===== src/inc/swkc_defines.svh =====
/*
  Named constants of the stopwatch direct-key control block: clock rates,
  derived tick counts, register indices, bit positions and bus answers.
  Assumes inclusion by its bare name from the package and the design files.
*/
`ifndef SWKC_DEFINES_SVH
`define SWKC_DEFINES_SVH

// System clock and the 1,024 Hz key sampling rate.
`define SWKC_CLK_HZ      200000000
`define SWKC_TICK_HZ     1024
`define SWKC_TICK_DIV    (`SWKC_CLK_HZ / `SWKC_TICK_HZ)

// Shortest release window in microseconds, rounded up to sampling ticks.
`define SWKC_DB_MIN_US   46800
`define SWKC_DB_TICKS    ((`SWKC_DB_MIN_US * `SWKC_TICK_HZ + 999999) / 1000000)

// Register indices; the byte address is four times the index.
`define SWKC_AW          18
`define SWKC_IDX_FOUT    16'hFF06
`define SWKC_IDX_DIKM    16'hFF78
`define SWKC_IDX_STAT    16'hFF79
`define SWKC_IDX_MS      16'hFF7A
`define SWKC_IDX_HUN     16'hFF7B
`define SWKC_IDX_TEN     16'hFF7C
`define SWKC_IDX_IEN     16'hFFE6
`define SWKC_IDX_IFL     16'hFFF6

// Bit positions inside the 4-bit registers.
`define SWKC_BIT_KASSIGN 2
`define SWKC_BIT_DIRECT_INPUT_ENABLE    3
`define SWKC_BIT_LAP_CARRY_REQUEST_FLAG   3
`define SWKC_BIT_CAPTURE_RENEWAL_FLAG   2
`define SWKC_BIT_RUN     1
`define SWKC_BIT_RST     0
`define SWKC_BIT_DIRECT_RUN_FACTOR_FLAG    3
`define SWKC_BIT_DIRECT_LAP_FACTOR_FLAG    2
`define SWKC_BIT_I1HZ    1
`define SWKC_BIT_I10HZ   0

// Reset values, digit limit and bus responses.
`define SWKC_NIB_ZERO    4'h0
`define SWKC_BCD_MAX     4'h9
`define SWKC_RESP_OKAY   2'b00
`define SWKC_RESP_SLVERR 2'b10

`endif


===== src/inc/swkc_pkg.sv =====
/*
  Types of the stopwatch direct-key control block: bus carriers, register
  selector and key filter states.
  Assumes swkc_defines.svh is on the include path.
*/
`include "swkc_defines.svh"

package swkc_pkg;

  // AXI4-Lite master to slave signals.
  typedef struct packed {
    logic                   awvalid;
    logic [`SWKC_AW-1:0]    awaddr;
    logic                   wvalid;
    logic [31:0]            wdata;
    logic [3:0]             wstrb;
    logic                   bready;
    logic                   arvalid;
    logic [`SWKC_AW-1:0]    araddr;
    logic                   rready;
  } swkc_axi_req_s;

  // AXI4-Lite slave to master signals.
  typedef struct packed {
    logic                   awready;
    logic                   wready;
    logic                   bvalid;
    logic [1:0]             bresp;
    logic                   arready;
    logic                   rvalid;
    logic [31:0]            rdata;
    logic [1:0]             rresp;
  } swkc_axi_rsp_s;

  // Register selected by a bus address.
  typedef enum logic [3:0] {
    SWKC_R_NONE, SWKC_R_FOUT, SWKC_R_DIKM, SWKC_R_STAT, SWKC_R_MS,
    SWKC_R_HUN, SWKC_R_TEN, SWKC_R_IEN, SWKC_R_IFL
  } swkc_reg_e;

  // Key filter states, Gray coded along idle, held, releasing.
  typedef enum logic [1:0] {
    SWKC_DB_IDLE = 2'b00,
    SWKC_DB_HELD = 2'b01,
    SWKC_DB_REL  = 2'b11
  } swkc_db_e;

endpackage


===== src/design/swkc_key_filter.sv =====
/*
  Release-judged key filter for one direct key.
  Assumes level is already synchronised and tick is a one-cycle pulse at
  each falling edge of the 1,024 Hz sampling clock.
*/
`timescale 1ns/1ps
`include "swkc_defines.svh"

module swkc_key_filter
(
  input  wire logic mclk,
  input  wire logic rst,
  input  wire logic tick,
  input  wire logic level,
  output logic      active,
  output logic      press
);
  import swkc_pkg::*;

  typedef struct packed {
    swkc_db_e   st;
    logic [5:0] cnt;
  } swkc_kf_s;

  swkc_kf_s st_reg;
  swkc_kf_s st_next;

  // Bounce is judged only at release, so a press is seen at once.
  always_comb
  begin
    st_next = st_reg;
    if (tick)
    begin
      unique case (st_reg.st)
        SWKC_DB_IDLE:
        begin
          if (level)
            st_next.st = SWKC_DB_HELD;
        end
        SWKC_DB_HELD:
        begin
          if (!level)
          begin
            st_next.st  = SWKC_DB_REL;
            st_next.cnt = 6'h00;
          end
        end
        SWKC_DB_REL:
        begin
          // A bounce inside the window returns to held, no second press.
          if (level)
            st_next.st = SWKC_DB_HELD;
          else if (st_next.cnt == 6'(`SWKC_DB_TICKS - 1))
            st_next.st = SWKC_DB_IDLE;
          else
            st_next.cnt = st_reg.cnt + 6'h01;
        end
        default:
          st_next.st = SWKC_DB_IDLE;
      endcase
    end
  end

  always_ff @(posedge mclk)
  begin
    if (rst)
      st_reg <= '{st: SWKC_DB_IDLE, cnt: 6'h00};
    else
      st_reg <= st_next;
  end

  // Internal key signal and its rising edge on the sampling tick.
  assign active = (st_reg.st != SWKC_DB_IDLE);
  assign press  = tick && (st_reg.st == SWKC_DB_IDLE) && level;
endmodule


===== src/design/swkc_bcd_digit.sv =====
/*
  One 4-bit BCD counter stage of the stopwatch.
  Assumes inc is a one-cycle pulse from the lower stage or the tick.
*/
`timescale 1ns/1ps
`include "swkc_defines.svh"

module swkc_bcd_digit
(
  input  wire logic       mclk,
  input  wire logic       rst,
  input  wire logic       clear,
  input  wire logic       inc,
  output logic [3:0]      digit,
  output logic            wrap
);
  import swkc_pkg::*;

  typedef struct packed {
    logic [3:0] val;
  } swkc_bcd_s;

  swkc_bcd_s st_reg;
  swkc_bcd_s st_next;

  // Carry out when the digit turns from nine to zero.
  assign wrap  = inc && (st_reg.val == `SWKC_BCD_MAX);
  assign digit = st_reg.val;

  // Clear wins over counting so a reset while running restarts at zero.
  always_comb
  begin
    st_next = st_reg;
    if (clear)
      st_next.val = `SWKC_NIB_ZERO;
    else if (wrap)
      st_next.val = `SWKC_NIB_ZERO;
    else if (inc)
      st_next.val = st_reg.val + 4'h1;
  end

  always_ff @(posedge mclk)
  begin
    if (rst)
      st_reg <= '{val: `SWKC_NIB_ZERO};
    else
      st_reg <= st_next;
  end
endmodule


===== src/design/swkc_top.sv =====
/*
  Stopwatch direct-key control: key sampling, key mask, run toggle, lap
  capture, hold and renewal flags, interrupt factor flags and masks, with
  registers on an AXI4-Lite slave.
  Assumes key pins are asynchronous and read high while a key is pressed,
  and one AXI4-Lite master on the same clock.
*/
// The AXI4-Lite interface to the registers was chosen for this implementation.
// Contract
// - Assign bit 0 gives line 0 RUN and line 1 LAP; 1 swaps them.
// - With direct input on, each accepted RUN press toggles run and stop.
// - Key lines still read as normal port inputs.
// - Key levels are sampled at the 1,024 Hz falling edge.
// - Bounce is judged at release; bounces under about 47 to 62 ms vanish.
// - Run status bit reads the true run state even under direct control.
// - Accepted LAP latches counter digits into the buffer; counting goes on.
// - Lap data stays held until the tenths digit is read.
// - LAP while held overwrites; next tenths read sets renewal and keeps hold.
// - Tenths digit overflow sets the 1 Hz factor flag.
// - Entering hold copies the 1 Hz factor flag into the carry request flag.
// - Three-bit mask select chooses which port lines act as mask keys.
// - RUN or LAP pressed while a mask key is held is ignored.
// - Lone, joint, overlapping, or with-mask-simultaneous presses are accepted.
// - Presses are simultaneous only when first sampled on the same edge.
// - Hundredths and tenths wraps from nine to zero set the 10 and 1 Hz flags.
// - Flags set regardless of masks; only the requests are gated.
// - Direct RUN and LAP flags set on the sampled key's rising edge.
// - Each of the four interrupts has its own enable bit.
// - Reading milliseconds latches all three digits and starts the hold.
// - The direct input enable takes effect at the next sampling edge.
// - Software run writes act only while direct input is disabled.
// - Writing 1 to the reset bit clears counters, not the buffer; reads 0.
`timescale 1ns/1ps
`include "swkc_defines.svh"

module swkc_top
#(
  parameter int TICK_DIV = `SWKC_TICK_DIV
)
(
  input  wire logic                  mclk,
  input  wire logic                  rst,
  input  wire swkc_pkg::swkc_axi_req_s axi_req,
  output swkc_pkg::swkc_axi_rsp_s    axi_rsp,
  input  wire logic [3:0]            port0_pin,
  input  wire logic [3:0]            port1_pin,
  output logic [3:0]                 port0_level,
  output logic [3:0]                 port1_level,
  output logic [3:0]                 irq_req
);
  import swkc_pkg::*;

  // State of the block in one record, apart from the key filters and digit counters.
  typedef struct packed {
    logic [3:0]  p0_s1;
    logic [3:0]  p0_s2;
    logic [3:0]  p1_s1;
    logic [3:0]  p1_s2;
    logic [17:0] div_cnt;
    logic        tick;
    logic        mask_prev;
    logic [3:0]  fout;
    logic [3:0]  dikm;
    logic        direct_input_enable_eff;
    logic        run;
    logic        run_pend;
    logic        run_val;
    logic        lap_carry_request_flag;
    logic        capture_renewal_flag;
    logic        renewed;
    logic        hold;
    logic [11:0] cap;
    logic [3:0]  ien;
    logic [3:0]  ifl;
    logic [3:0]  irq;
    logic        aw_got;
    logic [`SWKC_AW-1:0] awaddr;
    logic        w_got;
    logic [3:0]  wdata;
    logic        wstrb0;
    swkc_axi_rsp_s rsp;
  } swkc_state_s;

  swkc_state_s st_reg;
  swkc_state_s st_next;

  logic [1:0]  key_lvl;
  logic [1:0]  key_press;
  logic [11:0] digits;
  logic [2:0]  digit_wrap;
  logic [2:0]  digit_inc;
  logic        cnt_clear;

  // Byte address of a register index, cut to the bus address width.
  function automatic logic [`SWKC_AW-1:0] idx_addr(input logic [15:0] idx);
    idx_addr = {idx, 2'b00};
  endfunction

  // Address decode, shared by the read and write paths.
  function automatic swkc_reg_e reg_sel(input logic [`SWKC_AW-1:0] a);
    reg_sel = SWKC_R_NONE;
    if (a == idx_addr(`SWKC_IDX_FOUT))
      reg_sel = SWKC_R_FOUT;
    else if (a == idx_addr(`SWKC_IDX_DIKM))
      reg_sel = SWKC_R_DIKM;
    else if (a == idx_addr(`SWKC_IDX_STAT))
      reg_sel = SWKC_R_STAT;
    else if (a == idx_addr(`SWKC_IDX_MS))
      reg_sel = SWKC_R_MS;
    else if (a == idx_addr(`SWKC_IDX_HUN))
      reg_sel = SWKC_R_HUN;
    else if (a == idx_addr(`SWKC_IDX_TEN))
      reg_sel = SWKC_R_TEN;
    else if (a == idx_addr(`SWKC_IDX_IEN))
      reg_sel = SWKC_R_IEN;
    else if (a == idx_addr(`SWKC_IDX_IFL))
      reg_sel = SWKC_R_IFL;
  endfunction

  // Mask key lines for a select code, as {port1[3:0], port0[3:0]}.
  function automatic logic [7:0] mask_lines(input logic [2:0] sel);
    unique case (sel)
      3'h0: mask_lines = 8'h00;
      3'h1: mask_lines = 8'h04;
      3'h2: mask_lines = 8'h0C;
      3'h3: mask_lines = 8'h1C;
      3'h4: mask_lines = 8'h10;
      3'h5: mask_lines = 8'h30;
      3'h6: mask_lines = 8'h70;
      3'h7: mask_lines = 8'hF0;
    endcase
  endfunction

  // Key roles follow the assign bit; index 0 is RUN and index 1 is LAP.
  assign key_lvl[0] = st_reg.fout[`SWKC_BIT_KASSIGN] ?
                      st_reg.p0_s2[1] : st_reg.p0_s2[0];
  assign key_lvl[1] = st_reg.fout[`SWKC_BIT_KASSIGN] ?
                      st_reg.p0_s2[0] : st_reg.p0_s2[1];

  // One release filter per direct key.
  generate
    for (genvar k = 0; k < 2; k++)
    begin : g_key
      swkc_key_filter u_filt
      (
        .mclk   (mclk),
        .rst    (rst),
        .tick   (st_reg.tick),
        .level  (key_lvl[k]),
        .active (),
        .press  (key_press[k])
      );
    end
  endgenerate

  // Counter chain; prescaler pulse correction is not modelled here.
  assign digit_inc[0] = st_reg.tick && st_reg.run;
  assign digit_inc[1] = digit_wrap[0];
  assign digit_inc[2] = digit_wrap[1];

  generate
    for (genvar d = 0; d < 3; d++)
    begin : g_dig
      swkc_bcd_digit u_dig
      (
        .mclk  (mclk),
        .rst   (rst),
        .clear (cnt_clear),
        .inc   (digit_inc[d]),
        .digit (digits[4*d +: 4]),
        .wrap  (digit_wrap[d])
      );
    end
  endgenerate

  // Write handshake completes when both address and data are in.
  logic        wr_go;
  swkc_reg_e   wr_sel;
  logic        rd_go;
  swkc_reg_e   rd_sel;

  assign wr_go  = st_reg.aw_got && st_reg.w_got && !st_reg.rsp.bvalid;
  assign wr_sel = reg_sel(st_reg.awaddr);
  assign rd_go  = axi_req.arvalid && st_reg.rsp.arready;
  assign rd_sel = reg_sel(axi_req.araddr);
  assign cnt_clear = wr_go && st_reg.wstrb0 && (wr_sel == SWKC_R_STAT) &&
                     st_reg.wdata[`SWKC_BIT_RST];

  // All block behaviour; hardware sets are applied after software clears.
  always_comb
  begin
    logic [7:0] mlines;
    logic       mask_now;
    logic       run_acc;
    logic       lap_acc;
    logic [3:0] rd_val;
    logic [3:0] ev;
    mlines   = mask_lines(st_reg.dikm[2:0]);
    mask_now = 1'b0;
    run_acc  = 1'b0;
    lap_acc  = 1'b0;
    rd_val   = `SWKC_NIB_ZERO;
    ev       = `SWKC_NIB_ZERO;
    st_next  = st_reg;

    // Two-stage synchronisers; the first stage feeds only the second.
    st_next.p0_s1 = port0_pin;
    st_next.p0_s2 = st_reg.p0_s1;
    st_next.p1_s1 = port1_pin;
    st_next.p1_s2 = st_reg.p1_s1;

    // The sampling tick stands for the 1,024 Hz falling edge.
    if (st_reg.div_cnt == 18'(TICK_DIV - 1))
    begin
      st_next.div_cnt = 18'h0_0000;
      st_next.tick    = 1'b1;
    end
    else
    begin
      st_next.div_cnt = st_reg.div_cnt + 18'h0_0001;
      st_next.tick    = 1'b0;
    end

    // Mask state is judged per tick, against the previous tick's sample.
    mask_now = |(mlines & {st_reg.p1_s2, st_reg.p0_s2});
    if (st_reg.tick)
      st_next.mask_prev = mask_now;

    // A press is refused if direct input is off or a mask key was down at the previous tick, not this one.
    run_acc = st_reg.direct_input_enable_eff && key_press[0] && !st_reg.mask_prev;
    lap_acc = st_reg.direct_input_enable_eff && key_press[1] && !st_reg.mask_prev;

    // Enable switch and software run request act on the sampling edge.
    if (st_reg.tick)
    begin
      st_next.direct_input_enable_eff = st_reg.dikm[`SWKC_BIT_DIRECT_INPUT_ENABLE];
      if (st_reg.run_pend)
      begin
        st_next.run_pend = 1'b0;
        if (!st_reg.direct_input_enable_eff)
          st_next.run = st_reg.run_val;
      end
    end
    if (run_acc)
      st_next.run = !st_reg.run;

    // Bus write channel; address and data may arrive in either order.
    if (axi_req.awvalid && st_reg.rsp.awready)
    begin
      st_next.aw_got = 1'b1;
      st_next.awaddr = axi_req.awaddr;
    end
    if (axi_req.wvalid && st_reg.rsp.wready)
    begin
      st_next.w_got  = 1'b1;
      st_next.wdata  = axi_req.wdata[3:0];
      st_next.wstrb0 = axi_req.wstrb[0];
    end
    if (wr_go)
    begin
      st_next.aw_got    = 1'b0;
      st_next.w_got     = 1'b0;
      st_next.rsp.bvalid = 1'b1;
      st_next.rsp.bresp  = (wr_sel == SWKC_R_NONE) ?
                           `SWKC_RESP_SLVERR : `SWKC_RESP_OKAY;
      if (st_reg.wstrb0)
      begin
        unique case (wr_sel)
          SWKC_R_FOUT: st_next.fout = st_reg.wdata;
          SWKC_R_DIKM: st_next.dikm = st_reg.wdata;
          SWKC_R_STAT:
          begin
            // The request waits for the tick; an enabled direct input then drops it.
            st_next.run_pend = 1'b1;
            st_next.run_val  = st_reg.wdata[`SWKC_BIT_RUN];
          end
          SWKC_R_IEN: st_next.ien = st_reg.wdata;
          SWKC_R_IFL: st_next.ifl = st_reg.ifl & ~st_reg.wdata;
          default: st_next.ifl = st_reg.ifl;
        endcase
      end
    end
    else if (st_reg.rsp.bvalid && axi_req.bready)
      st_next.rsp.bvalid = 1'b0;

    // Bus read channel; read side effects act on the taken request.
    if (rd_go)
    begin
      unique case (rd_sel)
        SWKC_R_FOUT: rd_val = st_reg.fout;
        SWKC_R_DIKM: rd_val = st_reg.dikm;
        SWKC_R_STAT: rd_val = {st_reg.lap_carry_request_flag, st_reg.capture_renewal_flag, st_reg.run, 1'b0};
        SWKC_R_MS:
        begin
          // All three digits are frozen together by this read.
          rd_val           = digits[3:0];
          st_next.cap      = digits;
          st_next.hold     = 1'b1;
          st_next.renewed  = 1'b0;
          st_next.lap_carry_request_flag    = st_reg.ifl[`SWKC_BIT_I1HZ];
        end
        SWKC_R_HUN: rd_val = st_reg.hold ? st_reg.cap[7:4] : digits[7:4];
        SWKC_R_TEN:
        begin
          rd_val        = st_reg.hold ? st_reg.cap[11:8] : digits[11:8];
          st_next.capture_renewal_flag = st_reg.renewed;
          if (st_reg.renewed)
            st_next.renewed = 1'b0;
          else
            st_next.hold = 1'b0;
        end
        SWKC_R_IEN: rd_val = st_reg.ien;
        SWKC_R_IFL: rd_val = st_reg.ifl;
        default: rd_val = `SWKC_NIB_ZERO;
      endcase
      st_next.rsp.rvalid = 1'b1;
      st_next.rsp.rdata  = {28'h000_0000, rd_val};
      st_next.rsp.rresp  = (rd_sel == SWKC_R_NONE) ?
                           `SWKC_RESP_SLVERR : `SWKC_RESP_OKAY;
    end
    else if (st_reg.rsp.rvalid && axi_req.rready)
      st_next.rsp.rvalid = 1'b0;

    // A lap press freezes the digits while the counters run on.
    if (lap_acc)
    begin
      st_next.cap   = digits;
      st_next.hold  = 1'b1;
      st_next.lap_carry_request_flag = st_reg.ifl[`SWKC_BIT_I1HZ];
      if (st_reg.hold)
        st_next.renewed = 1'b1;
    end

    // Hardware events set the flags whatever the masks, and win over clears.
    ev[`SWKC_BIT_DIRECT_RUN_FACTOR_FLAG]  = run_acc;
    ev[`SWKC_BIT_DIRECT_LAP_FACTOR_FLAG]  = lap_acc;
    ev[`SWKC_BIT_I1HZ]  = digit_wrap[2];
    ev[`SWKC_BIT_I10HZ] = digit_wrap[1];
    st_next.ifl = st_next.ifl | ev;

    // Requests to the processor are gated by the enables only.
    st_next.irq = st_next.ifl & st_next.ien;

    // Ready outputs are registered from the next state.
    st_next.rsp.awready = !st_next.aw_got && !st_next.rsp.bvalid;
    st_next.rsp.wready  = !st_next.w_got && !st_next.rsp.bvalid;
    st_next.rsp.arready = !st_next.rsp.rvalid;
  end

  // Single register stage for the state record; reset values are constants.
  always_ff @(posedge mclk)
  begin
    if (rst)
      st_reg <= '0;
    else
      st_reg <= st_next;
  end

  // Key lines stay ordinary input port bits after synchronisation.
  assign port0_level = st_reg.p0_s2;
  assign port1_level = st_reg.p1_s2;
  assign irq_req     = st_reg.irq;
  assign axi_rsp     = st_reg.rsp;
endmodule


===== config.mk =====
export PLATFORM = sky130hd
export DESIGN_NAME = swkc_top
export DESIGN_NICKNAME = d
export VERILOG_FILES = /design/src/inc/swkc_pkg.sv /design/src/design/swkc_key_filter.sv /design/src/design/swkc_bcd_digit.sv /design/src/design/swkc_top.sv
export VERILOG_INCLUDE_DIRS = /design/src /design/src/inc
export SDC_FILE = /design/constraint.sdc
export NUM_CORES = 1
export LEC_CHECK = 0
export BUFFER_PORTS_ARGS = -buffer_cell sky130_fd_sc_hd__buf_2
export CAP_MARGIN = 20
export CORE_UTILIZATION = 32
export CTS_CLUSTER_DIAMETER = 60
export DETAILED_ROUTE_END_ITERATION = 8
export PLACE_DENSITY = 0.54
export SLEW_MARGIN = 30
export SYNTH_ARGS = -nofsm -noshare
export SYNTH_HDL_FRONTEND = slang
export SYNTH_SLANG_ARGS = --single-unit

===== constraint.sdc =====
create_clock -name mclk -period 2.25 [get_ports mclk]
set_input_delay 0.675 -clock mclk [delete_from_list [all_inputs] [get_ports mclk]]
set_output_delay 0.675 -clock mclk [all_outputs]
set_load 0.1 [all_outputs]

# Word-level counts from Yosys, hierarchy flattened
# Memories as Yosys holds them, arrays and structs flattened. A register that Yosys moved wholly into a read port is not among the register bits.
# Cells that the tools add are included.
dict set report classes {
  n_addsub 6
  multipliers 0
  div_mod_pow 0
  order_cmp 0
  n_eq_ne 51
  shifts 0
  muxes 70
  bitwise 5
  n_reduce_logical 58
}
# op n
set op_table {}
lappend op_table {{18-bit equality test (second input constant)} 17}
lappend op_table {{4-bit two-way mux} 20}
lappend op_table {{8-bit two-way mux} 4}
lappend op_table {{4-bit one-hot mux with 8 select lines} 1}
lappend op_table {{6-bit two-way mux} 5}
lappend op_table {{2-bit two-way mux} 13}
lappend op_table {{1-bit logical AND} 24}
lappend op_table {{6-bit one-hot mux with 2 select lines} 2}
lappend op_table {{4-bit by 3-bit equality test with 1-bit output (second input constant)} 5}
lappend op_table {{4-bit equality test (second input constant)} 5}
lappend op_table {{19-bit two-way mux} 1}
lappend op_table {{18-bit by 1-bit adder with 18-bit output (second input constant)} 1}
lappend op_table {{4-bit by 2-bit equality test with 1-bit output (second input constant)} 4}
lappend op_table {{1-bit two-way mux} 16}
lappend op_table {{16-bit two-way mux} 1}
lappend op_table {{3-bit AND reduction} 5}
lappend op_table {{14-bit two-way mux} 1}
lappend op_table {{4-bit by 1-bit adder with 4-bit output (second input constant)} 3}
lappend op_table {{6-bit by 1-bit adder with 6-bit output (second input constant)} 2}
lappend op_table {{6-bit equality test (second input constant)} 2}
lappend op_table {{12-bit two-way mux} 1}
lappend op_table {{2-bit != test (second input constant)} 6}
lappend op_table {{2-bit one-hot mux with 3 select lines} 2}
lappend op_table {{2-bit nonzero test} 6}
lappend op_table {{22 further kinds} 43}
dict set report word_totals {
  regBits 142
  latchBits 0
  ramBits 0
  rom_bits 48
  inputBits 87
  output_inout_bits 53
  word_cells 232
  n_memories 1
}
# memory words word_bits read_ports rd_ports_with_merged_regs write_ports line_no
set memory_table {}
lappend memory_table {{(no name shown)} 8 6 1 1 0 swkc_top.sv:122} ;# unique case (sel)

# Logic depth before layout (Yosys ltp)
# Gate-level depths: netlist (run 1).
dict set report logic_depth {
  word_depth 15
  depth_mapped 8
  mapped_depth_nobuf 7
}

# Hierarchy
# From an unflattened synthesis (run 1), not the netlist that was laid out.
dict set report unflattened {
  hier_cells 760
  hier_area_um2 6760.2
}
# mod n_inst cells_each area_each_um2 seq_area_each_um2
set by_module_without_submodules {}
lappend by_module_without_submodules {swkc_top 1 595 5216.3 2282.2}
lappend by_module_without_submodules {swkc_key_filter 2 54 475.5 160.2}
lappend by_module_without_submodules {swkc_bcd_digit 3 19 197.7 80.1}

# Least setup slack after synthesis (run 1)
# No wires, ideal clock.
dict set report synth_timing {
  kind {input-to-reg}
  from {input port axi_req[1] (netlist name)}
  to {register st_reg (netlist bit axi_rsp[2])}
  setup_ns 0.127
  t_arrival_ns 2.153
  t_required_ns 2.123
  setup_slack_ns -0.030
  cell_stages 6
  path_buffers 0
  path_cell_list {nand4bb_4 -> nor4_4 -> and3_1 -> a211oi_1 -> a2111oi_0 -> o21ai_1}
}
dict set report synth_via {
  elab_chain_cells 11
  elab_cells_between_ends 25
  cone_classes {eq/ne (16); mux (9)}
}
# element line_no
set synth_lines {}
lappend synth_lines {{start, declared} swkc_top.sv:43} ;# input wire swkc_pkg::swkc_axi_req_s axi_req,
lappend synth_lines {{18-bit equality test} swkc_top.sv:116} ;# else if (a == idx_addr(`SWKC_IDX_IFL))
lappend synth_lines {{4-bit two-way mux} swkc_top.sv:116}
lappend synth_lines {{4-bit two-way mux} swkc_top.sv:114} ;# else if (a == idx_addr(`SWKC_IDX_IEN))
lappend synth_lines {{4-bit two-way mux} swkc_top.sv:112} ;# else if (a == idx_addr(`SWKC_IDX_TEN))
lappend synth_lines {{4-bit two-way mux} swkc_top.sv:110} ;# else if (a == idx_addr(`SWKC_IDX_HUN))
lappend synth_lines {{4-bit two-way mux} swkc_top.sv:108} ;# else if (a == idx_addr(`SWKC_IDX_MS))
lappend synth_lines {{4-bit two-way mux} swkc_top.sv:106} ;# else if (a == idx_addr(`SWKC_IDX_STAT))
lappend synth_lines {{4-bit two-way mux} swkc_top.sv:104} ;# else if (a == idx_addr(`SWKC_IDX_DIKM))
lappend synth_lines {{4-bit two-way mux (*)} swkc_top.sv:102} ;# if (a == idx_addr(`SWKC_IDX_FOUT))
lappend synth_lines {{4-bit equality test, or another cell as far along} swkc_top.sv:289} ;# unique case (rd_sel)
lappend synth_lines {{4-bit one-hot mux with 8 select lines (*)} swkc_top.sv:289}
lappend synth_lines {{end signal, assigned} swkc_top.sv:356} ;# st_reg <= st_next;
lappend synth_lines {{end, declared} swkc_top.sv:84} ;# swkc_state_s st_reg;
# Mark *: on every way between the ends. The rest lies on a longest branch, timed or not.
# A chain may end at the register's enable or synchronous reset.

# Final worst setup path (run 1)
dict set report layout_timing {
  from {input port axi_req[10] (netlist name)}
  to {register st_reg[88] (netlist name)}
}
dict set report layout_via {
  elab_chain_cells 12
  elab_cells_between_ends 19
  cone_classes {eq/ne (9); mux (8); reduce/logical (2)}
}
# element line_no
set layout_lines {}
lappend layout_lines {{18-bit equality test} swkc_top.sv:116}
lappend layout_lines {{4-bit two-way mux} swkc_top.sv:116}
lappend layout_lines {{4-bit two-way mux} swkc_top.sv:114}
lappend layout_lines {{4-bit two-way mux} swkc_top.sv:112}
lappend layout_lines {{4-bit two-way mux} swkc_top.sv:110}
lappend layout_lines {{4-bit two-way mux} swkc_top.sv:108}
lappend layout_lines {{4-bit two-way mux} swkc_top.sv:106}
lappend layout_lines {{4-bit two-way mux} swkc_top.sv:104}
lappend layout_lines {{4-bit two-way mux (*)} swkc_top.sv:102}
lappend layout_lines {{4-bit by 3-bit equality test with 1-bit output (*)} swkc_top.sv:289}
lappend layout_lines {{2-bit nonzero test (no line) (*)} --}
lappend layout_lines {{2-bit AND reduction (no line) (*)} --}
# Marks and branches as above.

==> impl_metrics.tcl, run 1 <==
set metrics [dict create \
    status "finished, final reports clean" \
    dp_hpwl_um 11160 \
    yosys.area.top_type "dfxtp_1" \
    io_pins 140 \
    peakVddDrop_mv 0.5393 \
    design.core.area_um2 20230 \
    path_buf_inv 1 \
    crit_chain "buf_2 > nand2b_1 > nor4_4 > nand2_2 > a2111o_1 > nand3_1 > a21oi_1" \
    drv_cap 0 \
    cts_resized 0 \
    postCtsSetupBuffers 0 \
    clkTransAtPathRegs_ps 60 \
    start_util 0.3262 \
    antenna_cells 0 \
    synth_area_um2 6601 \
    row_count 52 \
    hold_viol_final 0 \
    io_buffers 78 \
    grt_antenna_before_repair 0 \
    gp_congestion 0.8309 \
    finalSetupTns_ps 0 \
    crit_path_max_fanout 10 \
    worst_pin_slew_ps 629.1 \
    ys.flop_type "dfxtp_1" \
    cts_tree "yes" \
    cpMaxStageDelayCell "a2111o_1" \
    grt_use_total 0.1483 \
    max_stage_delay_ps 600 \
    fin_crit_ps 2074 \
    final_nets 945 \
    synth_most_common_cell "dfxtp_1" \
    sw_frac_of_total 0.2705 \
    netlist_top_cells_count "dfxtp_1, nor2_1, nand2_1" \
    crit_path_start_kind "primary input" \
    gr-usage-met1 0.1930 \
    seq_area_frac_synth 0.4306 \
    n_fill_cell 2116 \
    finalSetupViolCount 0 \
    cts_buffer_depth 2 \
    die_y_um 145.6 \
    p_int_uw 4320 \
    required_ps 2550 \
    grt_max_degree 52 \
    multiInputGateArea_um2 3276 \
    end_kind "flop" \
    yosysTopAreaCellShare 0.4306 \
    synth-edff-count 0 \
    die_area_um2 21210 \
    r2r_slack_ps 240 \
    fmax_mhz 482.3 \
    yosys.cell_types.count 70 \
    seq_power_share 0.440 \
    crit_end "st_reg[88]" \
    final.setup.worst_slack_ps 176.4 \
    cts_root_buf "clkbuf_16" \
    wl_um 15200 \
    critical_path_class "in2reg" \
    wl_per_cell_um 13.44 \
    vias 5331 \
    power_density_nw_per_um2 760.2 \
    use_met3 0.03699 \
    numCtsBuffers 17 \
    post-route-drc-count 0 \
    seq_area_um2 2843 \
    crit_start "axi_req[10]" \
    viasPerCell 4.714 \
    rsz0062_at_grt "false" \
    drt_iter0_markers 253 \
    max-slew-margin-rel 0.5806 \
    ctsHoldBuffers 0 \
    synthArstFlopShare 0 \
    drive_gt1_frac 0.1940 \
    critPathTopFamily "simple AND/OR/NAND/NOR gates" \
    busiest_layer "met2" \
    synth.avg_cell_area_um2 8.607 \
    grt-ovfl-total 0 \
    min_path_type "reg2reg" \
    largest_register_ffs 77 \
    r2r_cells 5 \
    p_comb_frac 0.099 \
    synth_cells 767 \
    fin_skew_ps 9.935 \
    met2_usage 0.2406 \
    arrival_ps 2370 \
    dpl_worst_slack_ps -252.7 \
    r2r_start "st_reg[53]" \
    clock_sinks 142 \
    slew_viol_final 0 \
    finalCritPeriodShare 0.9216 \
    switchingPower_uw 1601 \
    fp.dieW_um 145.6 \
    syn_to_final_growth_pct 17.99 \
    ys_top_cells_by_area "dfxtp_1, buf_4, a21oi_1" \
    cp.depth 7 \
    clk_latency_ps 420 \
    grt_pass1_vias 5140 \
    power.total_uw 5921 \
    ant_nets 0 \
    final_util 0.3849 \
    clkPwrFrac 0.461 \
    grt_first_pass_wirelength_um 25190 \
    leakage_uw 0.002954 \
    yosysWarnings 0 \
    synth-seq-cells 142 \
    htree_levels 4 \
    detail_route.first_pass.iterations 4 \
]
-- cell usage in the layout (no fill, tap or decap), types with 4 or more instances in the layout --
master / instances
a211oi_1: 11
a21oi_1: 72
a221oi_1: 5
and2_1: 6
and3_1: 8
buf_2: 77
buf_4: 42
clkbuf_16: 17
clkinvlp_4: 5
conb_1: 30
dfxtp_1: 142
ha_1: 9
inv_1: 11
mux2i_1: 22
nand2_1: 81
nand2b_1: 4
nand3_1: 35
nand3b_1: 6
nand4_1: 20
nor2_1: 94
nor2b_1: 20
nor3_1: 14
nor4_1: 4
o21ai_0: 19
or3_1: 5
or4_1: 4
xnor2_1: 9
xor2_1: 24
-- power by group through the flow --
| stage | sequential (uW) | clock, uW | combinational, uW |
|---|---|---|---|
| 3_5_place_dp | 2660 | 0 | 591 |
| 5_1_grt | 2610 | 2910 | 626 |
| 2_1_floorplan | 2640 | 0 | 528 |
| 4_1_cts | 2600 | 2800 | 592 |
| 6_report | 2600 | 2730 | 589 |
| 3_3_place_gp | 2660 | 0 | 590 |
-- layer usage --
layer  vias to the layer above  part of all wire  routed length, um
li1                       2768                 -                  -
met5                         -                 0                  0
met1                      2435              0.48               7302
met3                        15             0.047                721
met2                       113              0.46               6995
met4                         0             0.012                183
-- metrics by stage --
step / std cells / hold slack, ps / instance area (um2)
after floorplan: 796 / 413.2 / 6730
after global placement: 1100 / 414.5 / 7218
after detailed placement: 1100 / 427.4 / 7218
after CTS: 1131 / 442.1 / 7789
after global routing: 1131 / 458.5 / 7789
final: 1131 / 434.9 / 7789
-- logic make-up after synthesis --
| family | share of synthesized area |
|---|---|
| and+or+nand+nor | 0.2564 |
| muxes | 0.03336 |
| DFF | 0.4306 |
| buffers and inverters | 0.09212 |
| xor gates and xnor gates | 0.04378 |
| other | 0.0005681 |
| AOI/OAI and AO/OA | 0.1260 |
| adders and majority gates | 0.01706 |
-- how the worst min path moves through the flow --
stage / from / end / depth (start not counted)
finish: st_next[127] / port1_level[1] / 1
global placement: st_next[137] / port0_level[3] / 1
floorplan: st_reg[108] / st_reg[108] / 1
CTS: st_next[127] / port1_level[1] / 1
detailed placement: st_next[127] / port1_level[1] / 1
global route: port0_pin[0] / st_next[134] / 2
-- layout make-up --
class | count | share of cell area
clock buffers | 19 | 0.05558
clock inverters | 12 | 0.01767
inverters | 11 | 0.005301
multi-input cells | 557 | 0.4206
flip-flops and latches | 142 | 0.3650
well taps | 270 | 0.04337
repair buffers | 120 | 0.09253
(Power assumes the default switching activity.)
==> run 2: changes to the inputs <==
CORE_UTILIZATION = 49   (was 32)
PLACE_DENSITY = 0.77   (was 0.54)
==> impl_metrics.tcl, run 2 (synthesis results as in run 1) <==
set metrics [dict create \
    status "finished, final reports clean" \
    clk_latency_ps 420 \
    hold_viol_final 0 \
    clock_sinks 142 \
    grt_pass1_vias 5137 \
    drv_cap 0 \
    place_inst 1010 \
    met3WireLength_um 857 \
    fin_skew_ps 6.229 \
    numCtsBuffers 17 \
    grt_first_pass_wirelength_um 23930 \
    wl_met1_um 6352 \
    slew_viol_final 0 \
    critPathTopFamily "simple AND/OR/NAND/NOR gates" \
    arrival_ps 2400 \
    peakVddDrop_mv 0.7105 \
    worst_pin_slew_ps 686.3 \
    p_comb_frac 0.103 \
    clkTransAtPathRegs_ps 60 \
    drt_iter0_markers 267 \
    row_count 42 \
    grt-ovfl-total 0 \
    io_pins 140 \
    syn_to_final_growth_pct 16.32 \
    p_int_uw 4212 \
    fp.dieW_um 118.1 \
    fin_crit_ps 2107 \
    final_nets 949 \
    start_util 0.5005 \
    rsz0062_at_grt "false" \
    gp_congestion 0.8624 \
    cts_resized 0 \
    clkPwrFrac 0.448 \
    switchingPower_uw 1581 \
    cpMaxStageDelayCell "a2111oi_0" \
    wl_um 14120 \
    wl_per_cell_um 13.55 \
    seq_power_share 0.449 \
    final_util 0.5821 \
    grt_max_degree 79 \
    min_path_type "reg2reg" \
    cts_tree "yes" \
    grt_antenna_before_repair 0 \
    placed_area_um2 7131 \
    io_buffers 78 \
    ant_nets 0 \
    sw_frac_of_total 0.2729 \
    top_layer "met4" \
    die_area_um2 13940 \
    leakage_uw 0.002971 \
    vias 5500 \
    end_kind "flop" \
    design_area_um2 7679 \
    htree_levels 4 \
    viasPerCell 5.278 \
    final_common_cell "dfxtp_1" \
    cts_buffer_depth 2 \
    cts_root_buf "clkbuf_16" \
    power_density_nw_per_um2 754.4 \
    crit_path_max_fanout 4 \
    crit_path_start_kind "primary input" \
    wl_met2_um 6702 \
    dp_hpwl_um 10170 \
    max-slew-margin-rel 0.5420 \
    path_buf_inv 2 \
    stdcell_count 1042 \
    detail_route.first_pass.iterations 5 \
    largest_register_ffs 77 \
    design.core.area_um2 13190 \
    final_cell_mix "dfxtp_1, nor2_1, nand2_1" \
    required_ps 2540 \
    grt_use_total 0.2140 \
    postCtsSetupBuffers 0 \
    critical_path_class "in2reg" \
    max_stage_delay_ps 450 \
    finalSetupViolCount 0 \
    drive_gt1_frac 0.1986 \
    antenna_cells 0 \
    crit_chain "buf_2 > nand2b_1 > nor4_4 > and3_4 > a211oi_1 > buf_4 > a2111oi_0 > o21ai_1" \
    post-route-drc-count 0 \
    fmax_mhz 474.6 \
    finalCritPeriodShare 0.9364 \
    die_y_um 118.1 \
    ctsHoldBuffers 0 \
]
run 2: changes by cell type in the layout (fill, tap and decap cells not counted):
cell,change
buf_4,+4
bufinv_16,-1
clkinv_2,+3
clkinvlp_4,-1
run 2: area by class of cell:
type / count / area, um2
Multi-Input combinational cell: 557 / 3276
Clock inverter: 13 / 115.1
Sequential cell: 142 / 2843
Inverter: 11 / 41.29
Tap cell: 176 / 220.2
Timing Repair Buffer: 124 / 750.7
Fill cell: 1191 / 5512
Clock buffer: 19 / 432.9
run 2: metrics by stage:
stage | hold slack, ps | power [uW] | TNS (ps) | setup slack, ps
5_1_grt | 450.6 | 6001 | 0 | 44.43
3_3_place_gp | 417.9 | 3244 | -2865 | -231.2
4_1_cts | 441.8 | 5842 | 0 | 152.1
2_1_floorplan | 413.2 | 3169 | 0 | 2.659
6_report | 438.2 | 5792 | 0 | 143.1
3_5_place_dp | 428.3 | 3249 | -2964 | -282.0
run 2: path summary, 6_finish.rpt:
check,start,end,slack [ps],depth (start not counted)
max,axi_req[10],axi_rsp[2],140,8
min,st_next[127],port1_level[1],440,1
min reg2reg,st_next[127],port1_level[1],440,1
max reg2reg,st_reg[53],flop,290,5
run 2: power groups by stage:
stage                     Combinational, uW  Clock (uW)  Sequential [uW]
final                                   595        2600             2600
after global placement                  590           0             2650
after global routing                    630        2760             2610
after CTS                               596        2650             2600
after detailed placement                593           0             2660
after floorplan                         528           0             2640
run 2: layer usage:
layer  global-route usage  vias up
li1                     -     2772
met1               0.2679     2544
met2               0.3511      166
met3              0.06056       18
met4              0.07452        0
met5                    0        -
